### src/fds_regs.svh
`ifndef FDS_REGS_SVH
`define FDS_REGS_SVH
// ==========================================================
// register offsets
`define FDS_A_ID 8'h00
`define FDS_A_MODE 8'h01
`define FDS_A_CTRL 8'h02
`define FDS_A_TMO 8'h03
`define FDS_A_ADC 8'h04
`define FDS_A_RES_HI 8'h05
`define FDS_A_RES_LO 8'h06
`define FDS_A_STAT 8'h07
`define FDS_A_MASK 8'h08
`define FDS_A_ILIM 8'h09
// ==========================================================
// mode codes
`define FDS_M_OFF 3'h0
`define FDS_M_DISCH 3'h1
`define FDS_M_PRECHG 3'h2
`define FDS_M_CHG 3'h3
`define FDS_M_TRANS 3'h4
`define FDS_M_PWM 3'h5
`define FDS_M_TORCH 3'h6
`define FDS_M_FLASH 3'h7
// ==========================================================
// fields and reset values
`define FDS_RANGE_NODET 2'h3
`define FDS_TXM_EXT_TORCH 2'h2
`define FDS_TXM_RST 2'h0
`define FDS_CONV_IDLE 2'h0
`define FDS_CONV_NOW 2'h1
`define FDS_CONV_FL_ON 2'h2
`define FDS_CONV_FL_OFF 2'h3
`define FDS_R8_RST 8'h00
`define FDS_R6_RST 6'h00
`define FDS_R3_RST 3'h0
// status flag bit positions
`define FDS_F_LED 0
`define FDS_F_OTEMP 1
`define FDS_F_TMO 2
`define FDS_F_CELL 3
`define FDS_F_NTC 4
`define FDS_F_IRED 5
`define FDS_F_EOC 6
`define FDS_F_ADC 7
// ==========================================================
// timing: timeout lsb in microseconds, clock in MHz
`define FDS_TMO_STEP_US 10
`define FDS_CLK_MHZ 25
`define FDS_STEP_CYC (`FDS_TMO_STEP_US * `FDS_CLK_MHZ)
`define FDS_NSYNC 16
`endif

### src/fds_pkg.sv
package fds_pkg;
    typedef enum logic [1:0] {F_IDLE, F_WAIT, F_ON} fds_flash_t;
    typedef enum logic [1:0] {A_IDLE, A_HOLD, A_BUSY} fds_adc_t;
endpackage : fds_pkg

### src/fds_supervisor.sv
`include "fds_regs.svh"

module fds_supervisor #(
    parameter logic [7:0] ID_CODE = 8'hA5 // arbitrary value
) (
    input wire logic clk,
    input wire logic sys_rst,
    input wire logic [7:0] addr,
    input wire logic [7:0] wdata,
    input wire logic wr,
    input wire logic rd,
    output logic [7:0] rdata,
    input wire logic uvlo,
    input wire logic vout_at_max,
    input wire logic src_drop_low,
    input wire logic led_out_low,
    input wire logic led_cur_above_min,
    input wire logic die_hot,
    input wire logic die_cool,
    input wire logic cap_above_2v4,
    input wire logic cell_short,
    input wire logic ntc_low,
    input wire logic cur_reduced,
    input wire logic [7:0] reduced_value,
    input wire logic charge_done,
    input wire logic strobe_pin,
    input wire logic adc_done,
    input wire logic [9:0] adc_data,
    output logic [2:0] mode,
    output logic dcdc_en,
    output logic sink_en,
    output logic ramp_down,
    output logic charge_pause,
    output logic [1:0] txm_mode,
    output logic [5:0] adc_channel,
    output logic adc_start,
    output logic int_o,
    output logic int_oe_n
);
    import fds_pkg::*;

    // ======================================================
    // helpers
    function automatic logic is_off(input logic [2:0] m);
        is_off = (m == `FDS_M_OFF) || (m == `FDS_M_DISCH);
    endfunction : is_off

    function automatic logic is_chg(input logic [2:0] m);
        is_chg = (m == `FDS_M_PRECHG) || (m == `FDS_M_CHG) ||
                 (m == `FDS_M_TRANS);
    endfunction : is_chg

    // ======================================================
    // pin synchronisers, first stage read only by second
    logic [`FDS_NSYNC-1:0] sy_in;
    logic [`FDS_NSYNC-1:0] sy1_reg;
    logic [`FDS_NSYNC-1:0] sy2_reg;
    logic [7:0] rv1_reg;
    logic [7:0] rv2_reg;
    logic [9:0] ad1_reg;
    logic [9:0] ad2_reg;
    assign sy_in = {cur_reduced, 1'b0, adc_done, strobe_pin,
                    charge_done, ntc_low, cell_short, cap_above_2v4,
                    die_cool, die_hot, led_cur_above_min, led_out_low,
                    src_drop_low, vout_at_max, uvlo, 1'b0};
    always_ff @(posedge clk) begin
        if (sys_rst) begin
            sy1_reg <= '0;
            sy2_reg <= '0;
            rv1_reg <= `FDS_R8_RST;
            rv2_reg <= `FDS_R8_RST;
            ad1_reg <= 10'h000;
            ad2_reg <= 10'h000;
        end else begin
            sy1_reg <= sy_in;
            sy2_reg <= sy1_reg;
            rv1_reg <= reduced_value;
            rv2_reg <= rv1_reg;
            ad1_reg <= adc_data;
            ad2_reg <= ad1_reg;
        end
    end

    wire uv_s = sy2_reg[1];
    wire vmax_s = sy2_reg[2];
    wire drop_s = sy2_reg[3];
    wire ledlo_s = sy2_reg[4];
    wire imin_s = sy2_reg[5];
    wire hot_s = sy2_reg[6];
    wire cool_s = sy2_reg[7];
    wire cap_s = sy2_reg[8];
    wire cell_s = sy2_reg[9];
    wire ntc_s = sy2_reg[10];
    wire chg_s = sy2_reg[11];
    wire strb_s = sy2_reg[12];
    wire adone_s = sy2_reg[13];
    wire ired_s = sy2_reg[15];

    // undervoltage acts as a reset of every control register
    wire rst_all = sys_rst | uv_s;

    // ======================================================
    // registers
    logic [2:0] mode_reg, mode_next;
    logic [2:0] post_reg;
    logic strobe_on_reg, strobe_type_reg, ntc_on_reg;
    logic [1:0] range_reg;
    logic [1:0] txm_reg, txm_next;
    logic [7:0] tmo_reg;
    logic [5:0] chan_reg;
    logic [1:0] conv_reg, conv_next;
    logic [9:0] res_reg;
    logic [7:0] stat_reg, stat_next, ev;
    logic [7:0] mask_reg;
    logic [7:0] ilim_reg;
    logic ot_reg, strb_d_reg, chg_d_reg;
    fds_flash_t fst_reg, fst_next;
    fds_adc_t ast_reg, ast_next;
    logic [15:0] pre_reg;
    logic [7:0] tcnt_reg;

    wire wr_mode = wr && (addr == `FDS_A_MODE);
    wire wr_ctrl = wr && (addr == `FDS_A_CTRL);
    wire wr_tmo = wr && (addr == `FDS_A_TMO);
    wire wr_adc = wr && (addr == `FDS_A_ADC);
    wire wr_mask = wr && (addr == `FDS_A_MASK);
    wire rd_stat = rd && (addr == `FDS_A_STAT);

    // ======================================================
    // fault detection
    wire led_det_ok = !is_off(mode_reg) &&
                      (mode_reg != `FDS_M_PWM);
    wire open_led = vmax_s && drop_s;
    wire short_led = imin_s && ledlo_s &&
                     (range_reg != `FDS_RANGE_NODET);
    wire led_fault = led_det_ok && (open_led || short_led);
    wire cell_fault = !is_off(mode_reg) && cap_s && cell_s;
    wire ntc_fault = ntc_on_reg && ntc_s && !is_off(mode_reg);
    wire in_flash = (fst_reg == F_ON);
    wire ired_ev = in_flash && ired_s;
    wire hot_rise = hot_s && !ot_reg;
    wire strb_rise = strb_s && !strb_d_reg;
    wire strb_fall = !strb_s && strb_d_reg;

    // ======================================================
    // flash timer: prescaler ticks every timeout lsb
    wire tick = (pre_reg == 16'(`FDS_STEP_CYC - 1));
    wire expired = tick && (tcnt_reg == tmo_reg);
    wire strb_timed = strobe_on_reg && strobe_type_reg;
    wire end_strb = in_flash && strb_timed && strb_fall;
    wire end_tmo = in_flash && expired;
    wire flash_end = end_strb || end_tmo;
    wire tmo_fault = end_tmo && strb_timed;
    wire fl_start = (fst_next == F_ON) && !in_flash;

    always_comb begin
        fst_next = fst_reg;
        case (fst_reg)
            F_IDLE: begin
                if (mode_reg == `FDS_M_FLASH) begin
                    fst_next = strobe_on_reg ? F_WAIT : F_ON;
                end
            end
            F_WAIT: begin
                if (mode_reg != `FDS_M_FLASH) begin
                    fst_next = F_IDLE;
                end else if (strb_rise) begin
                    fst_next = F_ON;
                end
            end
            F_ON: begin
                if (flash_end || mode_reg != `FDS_M_FLASH) begin
                    fst_next = F_IDLE;
                end
            end
            default: fst_next = F_IDLE;
        endcase
    end

    // ======================================================
    // mode selection, faults take priority over software
    always_comb begin
        mode_next = mode_reg;
        txm_next = txm_reg;
        if (wr_mode) begin
            mode_next = wdata[2:0];
        end
        if (wr_ctrl) begin
            txm_next = wdata[6:5];
        end
        if (flash_end) begin
            mode_next = post_reg;
        end
        if (ntc_fault) begin
            mode_next = (post_reg == `FDS_M_DISCH) ?
                        `FDS_M_DISCH : `FDS_M_OFF;
        end
        if (cell_fault) begin
            mode_next = `FDS_M_DISCH;
        end
        if (led_fault) begin
            mode_next = `FDS_M_DISCH;
            if (txm_reg == `FDS_TXM_EXT_TORCH) begin
                txm_next = `FDS_TXM_RST;
            end
        end
    end

    // ======================================================
    // adc sequencing
    wire adc_go = (conv_reg == `FDS_CONV_NOW) ||
                  (conv_reg == `FDS_CONV_FL_ON && fl_start) ||
                  (conv_reg == `FDS_CONV_FL_OFF && flash_end);
    always_comb begin
        ast_next = ast_reg;
        case (ast_reg)
            A_IDLE: begin
                if (conv_reg != `FDS_CONV_IDLE) begin
                    ast_next = A_HOLD;
                end
            end
            A_HOLD: begin
                if (adc_go) begin
                    ast_next = A_BUSY;
                end
            end
            A_BUSY: begin
                if (adone_s) begin
                    ast_next = A_IDLE;
                end
            end
            default: ast_next = A_IDLE;
        endcase
    end
    wire adc_fin = (ast_reg == A_BUSY) && adone_s;
    always_comb begin
        conv_next = conv_reg;
        if (wr_adc && ast_reg == A_IDLE) begin
            conv_next = wdata[7:6];
        end
        if (adc_fin) begin
            conv_next = `FDS_CONV_IDLE;
        end
    end

    // ======================================================
    // status flags: a new event wins over the read clear
    always_comb begin
        ev = 8'h00;
        ev[`FDS_F_LED] = led_fault;
        ev[`FDS_F_OTEMP] = hot_rise && !is_chg(mode_reg);
        ev[`FDS_F_TMO] = tmo_fault;
        ev[`FDS_F_CELL] = cell_fault;
        ev[`FDS_F_NTC] = ntc_fault;
        ev[`FDS_F_IRED] = ired_ev;
        ev[`FDS_F_EOC] = chg_s && !chg_d_reg;
        ev[`FDS_F_ADC] = adc_fin;
        stat_next = (rd_stat ? 8'h00 : stat_reg) | ev;
    end

    // ======================================================
    // driver enables: off on faults and while die is hot
    // next value, so drivers drop on the edge the synced heat shows
    wire ot_next = ot_reg ? !cool_s : hot_s;
    wire run_ok = !is_off(mode_next) && !ot_next && !led_fault &&
                  !cell_fault && !ntc_fault && !tmo_fault;

    // ======================================================
    // read mux
    logic [7:0] rd_mux;
    always_comb begin
        case (addr)
            `FDS_A_ID: rd_mux = ID_CODE;
            `FDS_A_MODE: rd_mux = {2'b00, post_reg, mode_reg};
            `FDS_A_CTRL: rd_mux = {1'b0, txm_reg, range_reg,
                                   ntc_on_reg, strobe_type_reg,
                                   strobe_on_reg};
            `FDS_A_TMO: rd_mux = tmo_reg;
            `FDS_A_ADC: rd_mux = {conv_reg, chan_reg};
            `FDS_A_RES_HI: rd_mux = res_reg[9:2];
            `FDS_A_RES_LO: rd_mux = {6'h00, res_reg[1:0]};
            `FDS_A_STAT: rd_mux = stat_reg;
            `FDS_A_MASK: rd_mux = mask_reg;
            `FDS_A_ILIM: rd_mux = ilim_reg;
            default: rd_mux = 8'h00;
        endcase
    end

    // ======================================================
    // state update
    always_ff @(posedge clk) begin
        if (rst_all) begin
            mode_reg <= `FDS_R3_RST;
            post_reg <= `FDS_R3_RST;
            strobe_on_reg <= 1'b0;
            strobe_type_reg <= 1'b0;
            ntc_on_reg <= 1'b0;
            range_reg <= 2'h0;
            txm_reg <= `FDS_TXM_RST;
            tmo_reg <= `FDS_R8_RST;
            chan_reg <= `FDS_R6_RST;
            conv_reg <= `FDS_CONV_IDLE;
            mask_reg <= `FDS_R8_RST;
        end else begin
            mode_reg <= mode_next;
            txm_reg <= txm_next;
            conv_reg <= conv_next;
            if (wr_mode) begin
                post_reg <= wdata[5:3];
            end
            if (wr_ctrl) begin
                strobe_on_reg <= wdata[0];
                strobe_type_reg <= wdata[1];
                ntc_on_reg <= wdata[2];
                range_reg <= wdata[4:3];
            end
            if (wr_tmo) begin
                tmo_reg <= wdata;
            end
            if (wr_adc) begin
                chan_reg <= wdata[5:0];
            end
            if (wr_mask) begin
                mask_reg <= wdata;
            end
        end
    end

    always_ff @(posedge clk) begin
        if (rst_all) begin
            stat_reg <= `FDS_R8_RST;
            ilim_reg <= `FDS_R8_RST;
            res_reg <= 10'h000;
            ot_reg <= 1'b0;
            strb_d_reg <= 1'b0;
            chg_d_reg <= 1'b0;
            fst_reg <= F_IDLE;
            ast_reg <= A_IDLE;
        end else begin
            stat_reg <= stat_next;
            ot_reg <= ot_next;
            strb_d_reg <= strb_s;
            chg_d_reg <= chg_s;
            fst_reg <= fst_next;
            ast_reg <= ast_next;
            if (ired_ev) begin
                ilim_reg <= rv2_reg;
            end
            if (adc_fin) begin
                res_reg <= ad2_reg;
            end
        end
    end

    // timeout counter runs only during the flash
    always_ff @(posedge clk) begin
        if (rst_all || !in_flash) begin
            pre_reg <= 16'h0000;
            tcnt_reg <= 8'h00;
        end else if (tick) begin
            pre_reg <= 16'h0000;
            tcnt_reg <= tcnt_reg + 8'h01;
        end else begin
            pre_reg <= pre_reg + 16'h0001;
        end
    end

    // ======================================================
    // outputs, all registered
    always_ff @(posedge clk) begin
        if (rst_all) begin
            rdata <= 8'h00;
            mode <= `FDS_R3_RST;
            dcdc_en <= 1'b0;
            sink_en <= 1'b0;
            ramp_down <= 1'b0;
            charge_pause <= 1'b0;
            txm_mode <= `FDS_TXM_RST;
            adc_channel <= `FDS_R6_RST;
            adc_start <= 1'b0;
            int_o <= 1'b0;
            int_oe_n <= 1'b1;
        end else begin
            rdata <= rd ? rd_mux : 8'h00;
            mode <= mode_next;
            dcdc_en <= run_ok;
            sink_en <= run_ok;
            ramp_down <= tmo_fault;
            charge_pause <= ot_next && is_chg(mode_next);
            txm_mode <= txm_next;
            adc_channel <= chan_reg;
            adc_start <= (ast_reg == A_HOLD) && adc_go;
            // pin only ever pulled low or released
            int_o <= 1'b0;
            int_oe_n <= ~|(stat_next & mask_reg);
        end
    end
endmodule : fds_supervisor

### config.mk
export PLATFORM = sky130hd
export DESIGN_NAME = fds_supervisor
export DESIGN_NICKNAME = d
export VERILOG_FILES = /design/src/fds_pkg.sv /design/src/fds_supervisor.sv
export VERILOG_INCLUDE_DIRS = /design/src /design/src/src
export SDC_FILE = /design/constraint.sdc
export NUM_CORES = 1
export LEC_CHECK = 0
export BUFFER_PORTS_ARGS = -buffer_cell sky130_fd_sc_hd__buf_4
export CAP_MARGIN = 5
export CORE_ASPECT_RATIO = 0.5
export CORE_MARGIN = 2
export CORE_UTILIZATION = 60
export CTS_CLUSTER_SIZE = 28
export DETAILED_ROUTE_END_ITERATION = 6
export GPL_ROUTABILITY_DRIVEN = 0
export PLACE_DENSITY_LB_ADDON = 0.2
export SYNTH_ARGS = -nofsm -noshare
export SYNTH_HDL_FRONTEND = slang
export SYNTH_SLANG_ARGS = --single-unit
### constraint.sdc
create_clock -name clk -period 4.6 [get_ports clk]
set_input_delay 0.23 -clock clk [delete_from_list [all_inputs] [get_ports clk]]
set_output_delay 0.23 -clock clk [all_outputs]
set_load 0.05 [all_outputs]
# [Yosys cells after proc, flatten, opt, wreduce, memory -nomap -nowiden]
# Index checks and enable logic that the tools add are counted.
[op_classes] reduce_logical=77 muxes=22 addsub=2 bitwise=4 n_eq_ne=36
[op_table] cell="one-hot mux 8 bit (10 select lines)" n=1
[op_table] cell="logical AND 1 bit" n=39
[op_table] cell="== test 8 x 3 -> 1 bit (second input constant)" n=4
[op_table] cell="2-to-1 mux 2 bit" n=11
[op_table] cell="adder 16 x 1 -> 16 bit (second input constant)" n=1
[op_table] cell="== test 16 x 8 -> 1 bit (second input constant)" n=1
[op_table] cell="== test 8 x 2 -> 1 bit (second input constant)" n=2
[op_table] cell="== test 8 x 4 -> 1 bit (second input constant)" n=2
[op_table] cell="logical NOT 1 bit" n=15
[op_table] cell="2-to-1 mux 3 bit" n=5
[op_table] cell="== test 2 bit (second input constant)" n=6
[op_table] cell="== test 3 x 2 -> 1 bit (second input constant)" n=4
[op_table] cell="logical OR 1 bit" n=12
[op_table] cell="one-hot mux 2 bit (3 select lines)" n=2
[op_table] cell="== test 3 x 1 -> 1 bit (second input constant)" n=3
[op_table] cell="== test 3 bit (second input constant)" n=3
[op_table] cell="adder 8 x 1 -> 8 bit (second input constant)" n=1
[op_table] cell="bitwise AND 8 bit" n=1
[op_table] cell="== test 8 x 1 -> 1 bit (second input constant)" n=1
[op_table] cell="== test 8 bit" n=1
[op_table] cell="logical NOT 8 bit" n=1
[op_table] cell="2-to-1 mux 8 bit" n=1
[op_table] cell="inequality test 2 bit (second input constant)" n=4
[op_table] cell="bitwise OR 8 bit" n=1
[op_table] cell="11 further kinds" n=19
[word_totals] input_bits=52 word_cells=176 reg_bits=181

# [Depth between registers and ports, before layout]
# Gate-level depths: netlist (run 1).
[logic_depth] ltp_word=16 depth_mapped=9

# [Worst setup path before layout (run 1)]
# OpenSTA, ideal clock, no wires.
[synth_timing] kind="flip-flop to flip-flop" startpoint="register pre_reg[0]" endpoint="register sink_en" synth_period_minus_slack_ns=2.094 path_buffers=0 t_arrival_ns=1.979 setup_slack_ns=2.506 path_stages_with_launch=8 setup_time_ns=0.114 cell_sequence="dfxtp_1 -> ha_1 -> nor4b_2 -> nand4_2 -> nor4_2 -> nor2_2 -> mux2i_4 -> a2111oi_0"
[synth_via] elab_chain_len=16
[synth_rtl] element="start: declaration" line="fds_supervisor.sv:119" rtl="logic [15:0] pre_reg;"
[synth_rtl] element="start signal: assignment" line="fds_supervisor.sv:364" rtl="pre_reg <= pre_reg + 16'h0001;"
[synth_rtl] element="== test 16 x 8 -> 1 bit *" line="fds_supervisor.sv:147" rtl="wire tick = (pre_reg == 16'(`FDS_STEP_CYC - 1));"
[synth_rtl] element="logical AND 1 bit *" line="fds_supervisor.sv:148" rtl="wire expired = tick && (tcnt_reg == tmo_reg);"
[synth_rtl] element="logical AND 1 bit *" line="fds_supervisor.sv:151" rtl="wire end_tmo = in_flash && expired;"
[synth_rtl] element="logical OR 1 bit" line="fds_supervisor.sv:152" rtl="wire flash_end = end_strb || end_tmo;"
[synth_rtl] element="2-to-1 mux 3 bit" line="fds_supervisor.sv:191" rtl="if (flash_end) begin"
[synth_rtl] element="2-to-1 mux 3 bit" line="fds_supervisor.sv:194" rtl="if (ntc_fault) begin"
[synth_rtl] element="2-to-1 mux 3 bit" line="fds_supervisor.sv:198" rtl="if (cell_fault) begin"
[synth_rtl] element="2-to-1 mux 3 bit" line="fds_supervisor.sv:201" rtl="if (led_fault) begin"
[synth_rtl] element="== test 3 x 1 -> 1 bit (no line) / logical NOT 3 bit (equally long branches)"
[synth_rtl] element="logical OR 1 bit" line="fds_supervisor.sv:45" rtl="is_off = (m == `FDS_M_OFF) || (m == `FDS_M_DISCH);"
[synth_rtl] element="logical NOT 1 bit" line="fds_supervisor.sv:265" rtl="wire run_ok = !is_off(mode_next) && !ot_next && !led_fault &&"
[synth_rtl] element="logical AND 1 bit (3 in a row)" line="fds_supervisor.sv:265"
[synth_rtl] element="logical AND 1 bit" line="fds_supervisor.sv:266" rtl="!cell_fault && !ntc_fault && !tmo_fault;"
[synth_rtl] element="logical AND 1 bit *" line="fds_supervisor.sv:266"
[synth_rtl] element="end signal: assignment" line="fds_supervisor.sv:387" rtl="sink_en <= run_ok;"
[synth_rtl] element="end: declaration" line="fds_supervisor.sv:31" rtl="output logic sink_en,"
# Mark *: on every way between the ends. The rest lies on a longest branch, timed or not.
# A chain may end at the register's enable or synchronous reset.

# [Worst setup path in the final report (run 1)]
# Ends and elaborated chain as after synthesis.

==> impl_results.rst, run 1 <==
.. list-table::
   :header-rows: 1

   * - Metric
     - Value
   * - Final Net Count
     - 833
   * - Total chip power
     - 3.12 mW
   * - Clk Latency, worst-skew pair
     - 0.42 ns
   * - WS Path Type
     - flop to flop
   * - Hold Buf Count CTS
     - 0
   * - Count of buffers added by post-CTS timing repair for setup
     - 0
   * - Count of placed standard cells including taps
     - 904
   * - Clock tree sinks
     - 177
   * - Maximum number of pins on one net before global-route repair
     - 67
   * - Chip height
     - 78.4 um
   * - Quantity of gates resized following cts
     - 0
   * - Worst R2R Setup Slack
     - 2.07 ns
   * - Initial Utilization
     - 0.611
   * - Yosys warning count
     - 0
   * - Number of CTS-inserted buffers
     - 17
   * - Leading post-synthesis cells by cell area
     - sky130_fd_sc_hd__dfxtp_1 (53%), sky130_fd_sc_hd__nor2b_1 (6.7%), sky130_fd_sc_hd__a21oi_1 (5.3%), sky130_fd_sc_hd__nand2_1 (4.5%), sky130_fd_sc_hd__nor2_1 (4.0%)
   * - Fraction of final layout cells sized beyond drive strength 1
     - 0.163
   * - Maximum level of the CTS H-tree
     - 4
   * - Average size of a mapped cell
     - 9.33 um2
   * - Power density over the cells
     - 396 nW/um2
   * - Area of all placed cells without fillers
     - 7880 um2
   * - Antenna violations before repair
     - 0
   * - DRC violations left
     - 0
   * - Static leakage power
     - 3.05 nW
   * - Total number of vias
     - 5,328
   * - Leftover overflow at the end of global routing
     - 0
   * - Clock-pin slew of the registers on the worst-case setup and hold paths
     - 0.07 ns
   * - Post-synthesis register bit count
     - 177
   * - Wire length of the first global-routing pass
     - 25,300 um
   * - Placed instance area
     - 7290 um2
   * - Timing startpoint of the critical path
     - pre_reg[0]
   * - Setup tns final
     - 0 ns
   * - Commonest non-fill, non-tap cells in the layout
     - sky130_fd_sc_hd__dfxtp_1 (177), sky130_fd_sc_hd__nand2_1 (80), sky130_fd_sc_hd__buf_4 (79)
   * - Data arrival time of the critical path
     - 2.83 ns
   * - Worst vdd ir
     - 0.229 mV
   * - Share of flip-flops with an asynchronous set or reset
     - 0
   * - Number of enable flip-flop cells after synthesis
     - 0
   * - Critical path launch point type
     - flop
   * - GR Util All Layers
     - 0.274
   * - Worst Max-Slew Pin Slew
     - 0.927 ns
   * - IO Pins
     - 78
   * - Most instantiated flip-flop cell in the synthesis netlist
     - sky130_fd_sc_hd__dfxtp_1
   * - Row count
     - 27
   * - Synthesis-to-finish area growth
     - 18.6%
   * - Non-filler instance count after layout
     - 936
   * - Highest fanout seen on the critical path
     - 7
   * - Final hold viol count
     - 0
   * - Relative max-transition margin
     - 0.378
   * - Crit. End Element
     - flop
   * - HPWL after detailed placement
     - 11,100 um
   * - Slew Limit Fails
     - 0
   * - IO buf count
     - 76
   * - Worst reg2reg path depth
     - 7
   * - Detail-routed net length per standard cell
     - 17.2 um
   * - Pre-antenna DRT Iters
     - 5
   * - ANT nets after route
     - 0
   * - Share of the cycle needed by the critical path after routing
     - 0.551
   * - ANT cells
     - 0
   * - Post-synthesis cell type with the largest combined area
     - sky130_fd_sc_hd__dfxtp_1
   * - Final cell utilization of the core
     - 0.725
   * - Share of the synthesized area in the top cell type
     - 0.533
   * - Max reg flops
     - 16
   * - Crit path capture
     - sink_en
   * - Worst-case clock skew
     - 0.0123 ns
   * - Min-Delay Path Class
     - input pin to flop
   * - Die footprint
     - 12,000 um2
   * - Count of routing violations after the opening detailed-route iteration
     - 597
   * - Tmin final
     - 2.53 ns
   * - Post-synth design cell area
     - 6640 um2
   * - Data required, critical path
     - 4.89 ns
   * - Setup repair after global routing missed its margin
     - no
   * - Syn_nets
     - 767
   * - Area inside the core boundary
     - 10,900 um2
   * - Worst flop-to-flop path startpoint
     - pre_reg[0]
   * - Detailed-route wire length
     - 16,100 um
   * - Status
     - completed
   * - Deepest clock path buffer count
     - 2
   * - CTS tree
     - built
   * - Critical R2R Capture
     - sink_en
   * - Portion of the post-synthesis area used by sequential elements
     - 0.533
   * - Fmax achieved
     - 395 MHz
   * - Instance count of the mapped netlist
     - 712
   * - Number of max-capacitance violations reported
     - 0
   * - Vias in the first global route
     - 4,848
   * - Cell at the root of the clock tree
     - sky130_fd_sc_hd__clkbuf_16
   * - Detailed-route vias per instance
     - 5.69
   * - Post-synth cell types
     - 59
   * - Most common library cell in the layout ignoring fill and taps
     - sky130_fd_sc_hd__dfxtp_1
   * - Count of endpoints failing setup in the final report
     - 0
   * - Chip Width
     - 153 um
report_power, final:
group	switching, mW	total [mW]	internal [mW]
registers	0.00879	1.57	1.56
clock network	0.659	1.44	0.777
logic	0.0667	0.119	0.0519
total	0.735	3.12	2.39
synth_stat cells, drive strengths merged, types with 3 or more instances:
library cell and count:
or3 4, nand3 35, dfxtp 177, nand2 80, mux2i 25, o22ai 7
nor4 4, clkbuf 24, and2 13, a21oi 71, o21ai 11, nor2 72
mux2 3, ha 3, xor2 13, nand4 5, nor3 6, xnor2 15
and3 8, nor2b 71, a22oi 7, buf 8, a221oi 6, nand2b 3
inv 12
stage by stage:
stage,hold WS (ns),worst slack [ns]
final,0.0125,2.07
after global routing,0.00771,1.75
after CTS,0.00977,2.04
after detailed placement,0.420,1.92
after global placement,0.420,2.01
after floorplan,0.358,2.51
critical path: stages, from the launching register on:
cell	delay (ns)
sky130_fd_sc_hd__dfxtp_1	0.41
sky130_fd_sc_hd__ha_1	0.17
sky130_fd_sc_hd__nor4b_2	0.21
sky130_fd_sc_hd__nand4_2	0.31
sky130_fd_sc_hd__nor4_2	0.48
sky130_fd_sc_hd__nor2_2	0.17
sky130_fd_sc_hd__mux2i_4	0.22
sky130_fd_sc_hd__a2111oi_0	0.43
layout make-up:
type	instances	area (um2)
tap	145	181
clock inverter	14	164
clock buffer	18	429
inverter	12	45.0
multi-input combinational	491	2930
fill	830	3000
sequential	177	3540
timing repair buffer	79	593
cell families after synthesis:
family,share of synthesized area
multiplexers,0.0520
adder cells (fa/ha/maj),0.00565
buffers and inverters,0.0264
flip-flops,0.533
XOR/XNOR,0.0369
other,0.000564
AND/OR/NAND/NOR,0.245
AO/OA/AOI/OAI,0.101
worst min path at each step:
stage / end / start / slack (ns) / cells past startpoint
after global placement: res_reg[1] / ad2_reg[1] / 0.42 / 2
after floorplan: ad1_reg[0] / adc_data[0] / 0.36 / 1
after global routing: ad1_reg[9] / adc_data[9] / 0.008 / 2
after CTS: ad1_reg[2] / adc_data[2] / 0.01 / 2
after detailed placement: sy2_reg[2] / sy1_reg[2] / 0.42 / 1
final: ad1_reg[7] / adc_data[7] / 0.01 / 2
layer usage:
layer,up-vias,share of wire,track usage
met5,-,0,0
met4,0,0.026,0.101
met3,46,0.10,0.0834
met2,281,0.42,0.391
met1,2451,0.46,0.391
li1,2550,-,-
Note: power is estimated with default switching activity, not from simulation.
==> run 2, diff against run 1 <==
Settings changed: CORE_UTILIZATION 60 to 57.
Clock period 4.6 ns to 2.55 ns, I/O delays scaled along.
==> run 2 against run 1 <==
Against the previous run:
- combinational power rose by 120%
- worst setup slack got worse by 1.8 ns
- final area rose by 5.0%
- sequential share of layout area fell by 2.2 points
- final cell count rose by 5.8%
- critical endpoint is now adc_start
- largest cell class unchanged
- highest routed layer is now met5
==> impl_results.rst, run 2 (synthesis results as in run 1) <==
.. list-table::
   :header-rows: 1

   * - Metric
     - Value
   * - Worst Max-Slew Pin Slew
     - 0.697 ns (-0.231 ns)
   * - Row count
     - 27 (unchanged)
   * - IO buf count
     - 76 (unchanged)
   * - Detail-routed net length per standard cell
     - 16.5 um (-4.3%)
   * - Highest fanout seen on the critical path
     - 6 (-1)
   * - Area inside the core boundary
     - 11,200 um2 (+2.8%)
   * - Total chip power
     - 5.62 mW (+80%)
   * - Chip Width
     - 157 um (+2.5%)
   * - Sequential cell area
     - 3540 um2 (unchanged)
   * - Deepest clock path buffer count
     - 2 (unchanged)
   * - ANT nets after route
     - 0 (unchanged)
   * - Cell at the root of the clock tree
     - sky130_fd_sc_hd__clkbuf_16
   * - Number of max-capacitance violations reported
     - 0 (unchanged)
   * - Data arrival time of the critical path
     - 2.63 ns (-0.20 ns)
   * - Synthesis-to-finish area growth
     - 24.6%
   * - Setup tns final
     - 0 ns (unchanged)
   * - Slowest cell on the critical path
     - sky130_fd_sc_hd__nor4_4
   * - Power density over the cells
     - 679 nW/um2 (+71%)
   * - Fmax achieved
     - 434 MHz (+10%)
   * - Most common library cell in the layout ignoring fill and taps
     - sky130_fd_sc_hd__dfxtp_1
   * - Maximum level of the CTS H-tree
     - 4 (unchanged)
   * - Detailed-route wire length
     - 16,300 um (+1.2%)
   * - Number of CTS-inserted buffers
     - 17 (unchanged)
   * - Clock-pin slew of the registers on the worst-case setup and hold paths
     - 0.07 ns (about the same)
   * - Critical path launch point type
     - flop
   * - Cells along the critical path
     - ha_1 -> nor4b_2 -> nand4_2 -> nor4_4 -> nor2_2 -> a21boi_0 -> nor2_1 -> nor4b_1
   * - CTS tree
     - built
   * - IO Pins
     - 78 (unchanged)
   * - Die footprint
     - 12,600 um2 (+5.1%)
   * - Worst R2R Setup Slack
     - 0.25 ns (-1.82 ns)
   * - Final hold viol count
     - 0 (unchanged)
   * - Clk Latency, worst-skew pair
     - 0.43 ns (about the same)
   * - Setup repair after global routing missed its margin
     - no
   * - Vias in the first global route
     - 5,035 (+3.9%)
   * - Min-Delay Path Class
     - input pin to flop
   * - Wire length of the first global-routing pass
     - 25,900 um (+2.5%)
   * - Hold EP
     - tmo_reg[6]
   * - Fraction of final layout cells sized beyond drive strength 1
     - 0.165 (+0.00178)
   * - Pre-antenna DRT Iters
     - 5 (unchanged)
   * - Tmin final
     - 2.30 ns (-0.231 ns)
   * - Multi-input logic area
     - 2930 um2 (+0.30%)
   * - Placed instance area
     - 7370 um2 (+1.1%)
   * - HPWL after detailed placement
     - 11,500 um (+3.3%)
   * - DRC violations left
     - 0 (unchanged)
   * - Fillcell total
     - 832 (+0.24%)
   * - GR Util All Layers
     - 0.274 (about the same)
   * - Worst vdd ir
     - 0.433 mV (+89%)
   * - Commonest non-fill, non-tap cells in the layout
     - sky130_fd_sc_hd__dfxtp_1 (177), sky130_fd_sc_hd__buf_4 (87), sky130_fd_sc_hd__nand2_1 (80)
   * - Static leakage power
     - 3.22 nW (+5.6%)
   * - Origin of the worst min-delay path
     - wdata[6]
   * - Crit. End Element
     - flop
   * - Critical R2R Capture
     - adc_start
   * - Detailed-route vias per instance
     - 5.54 (-2.6%)
   * - Maximum number of pins on one net before global-route repair
     - 66 (-1.5%)
   * - Worst flop-to-flop path startpoint
     - pre_reg[0]
   * - Worst reg2reg path depth
     - 8 (+1)
   * - Share of the cycle needed by the critical path after routing
     - 0.903 (+0.352)
   * - Total number of vias
     - 5,489 (+3.0%)
   * - Data required, critical path
     - 2.88 ns (-2.01 ns)
   * - Relative max-transition margin
     - 0.535 (+0.157)
   * - WS Path Type
     - flop to flop
   * - Count of routing violations after the opening detailed-route iteration
     - 459 (-23%)
   * - Worst hold path depth
     - 3 (+1)
   * - Max reg flops
     - 16 (unchanged)
   * - Chip height
     - 80.3 um (+2.5%)
   * - Antenna violations before repair
     - 0 (unchanged)
   * - Slew Limit Fails
     - 0 (unchanged)
   * - Clock tree sinks
     - 177 (unchanged)
   * - Area of all placed cells without fillers
     - 8280 um2 (+5.0%)
   * - Leftover overflow at the end of global routing
     - 0 (unchanged)
   * - Initial Utilization
     - 0.594 (-0.0166)
   * - Critical path's largest stage delay
     - 0.42 ns (-0.06 ns)
   * - Final Net Count
     - 873 (+4.8%)
   * - ANT cells
     - 0 (unchanged)
   * - Count of endpoints failing setup in the final report
     - 0 (unchanged)
   * - Worst-case clock skew
     - 0.00803 ns (-0.00429 ns)
   * - Status
     - completed
[run 2: per-stage QoR]
stage               std cells  setup WS [ns]  hold slack (ns)  utilization
finish                    990          0.247           0.0128        0.740
global route              990         0.0531          0.00650        0.740
CTS                       990          0.200          0.00238        0.740
detailed placement        926          0.253            0.342        0.659
global placement          926          0.405            0.339        0.659
floorplan                 712          0.456            0.256            -
[run 2: what timing repair did]
item                                    4_1_cts  5_1_grt
buffers inserted                              0        0
endpoints found under the setup margin        0        2
hold buffers                                 32        0
endpoints found under the hold margin        32        0
resized for setup                             0        1
[run 2: power breakdown]
group / total, mW / leakage (nW) / internal (mW) / switching (mW)
registers: 2.83 / 1.44 / 2.81 / 0.0144
clock network: 2.53 / 0.286 / 1.32 / 1.22
logic: 0.259 / 1.49 / 0.128 / 0.131
[run 2: worst max-delay path: cells and delay by family, from the launching register on]
family,cells,cell delay [ns]
AOI/OAI and AO/OA,1,0.28
adders and majority gates,1,0.16
DFF,1,0.40
and+or+nand+nor,6,1.36
[run 2: how the worst max path moves through the flow]
| stage | startpoint | to | depth (start not counted) |
|---|---|---|---|
| 6_report | pre_reg[0] | adc_start | 8 |
| 5_1_grt | pre_reg[0] | adc_start | 8 |
| 4_1_cts | pre_reg[0] | adc_start | 8 |
| 3_5_place_dp | pre_reg[0] | adc_start | 8 |
| 3_3_place_gp | addr[5] | charge_pause | 8 |
| 2_1_floorplan | pre_reg[0] | sink_en | 7 |
[run 2: area by class of cell]
cell class,count,area share
Inverter,12,0.00544
Clock buffer,18,0.0518
Clock inverter,14,0.0187
Tap cell,159,0.0240
Timing Repair Buffer,119,0.118
Multi-Input combinational cell,491,0.354
Sequential cell,177,0.428
[run 2: metal layers]
layer / up-vias / track usage / part of all wire
met4: 2 / 0.0908 / 0.020
met5: - / 0 / 0.00092
li1: 2628 / - / -
met3: 39 / 0.0831 / 0.11
met2: 289 / 0.393 / 0.41
met1: 2531 / 0.392 / 0.46
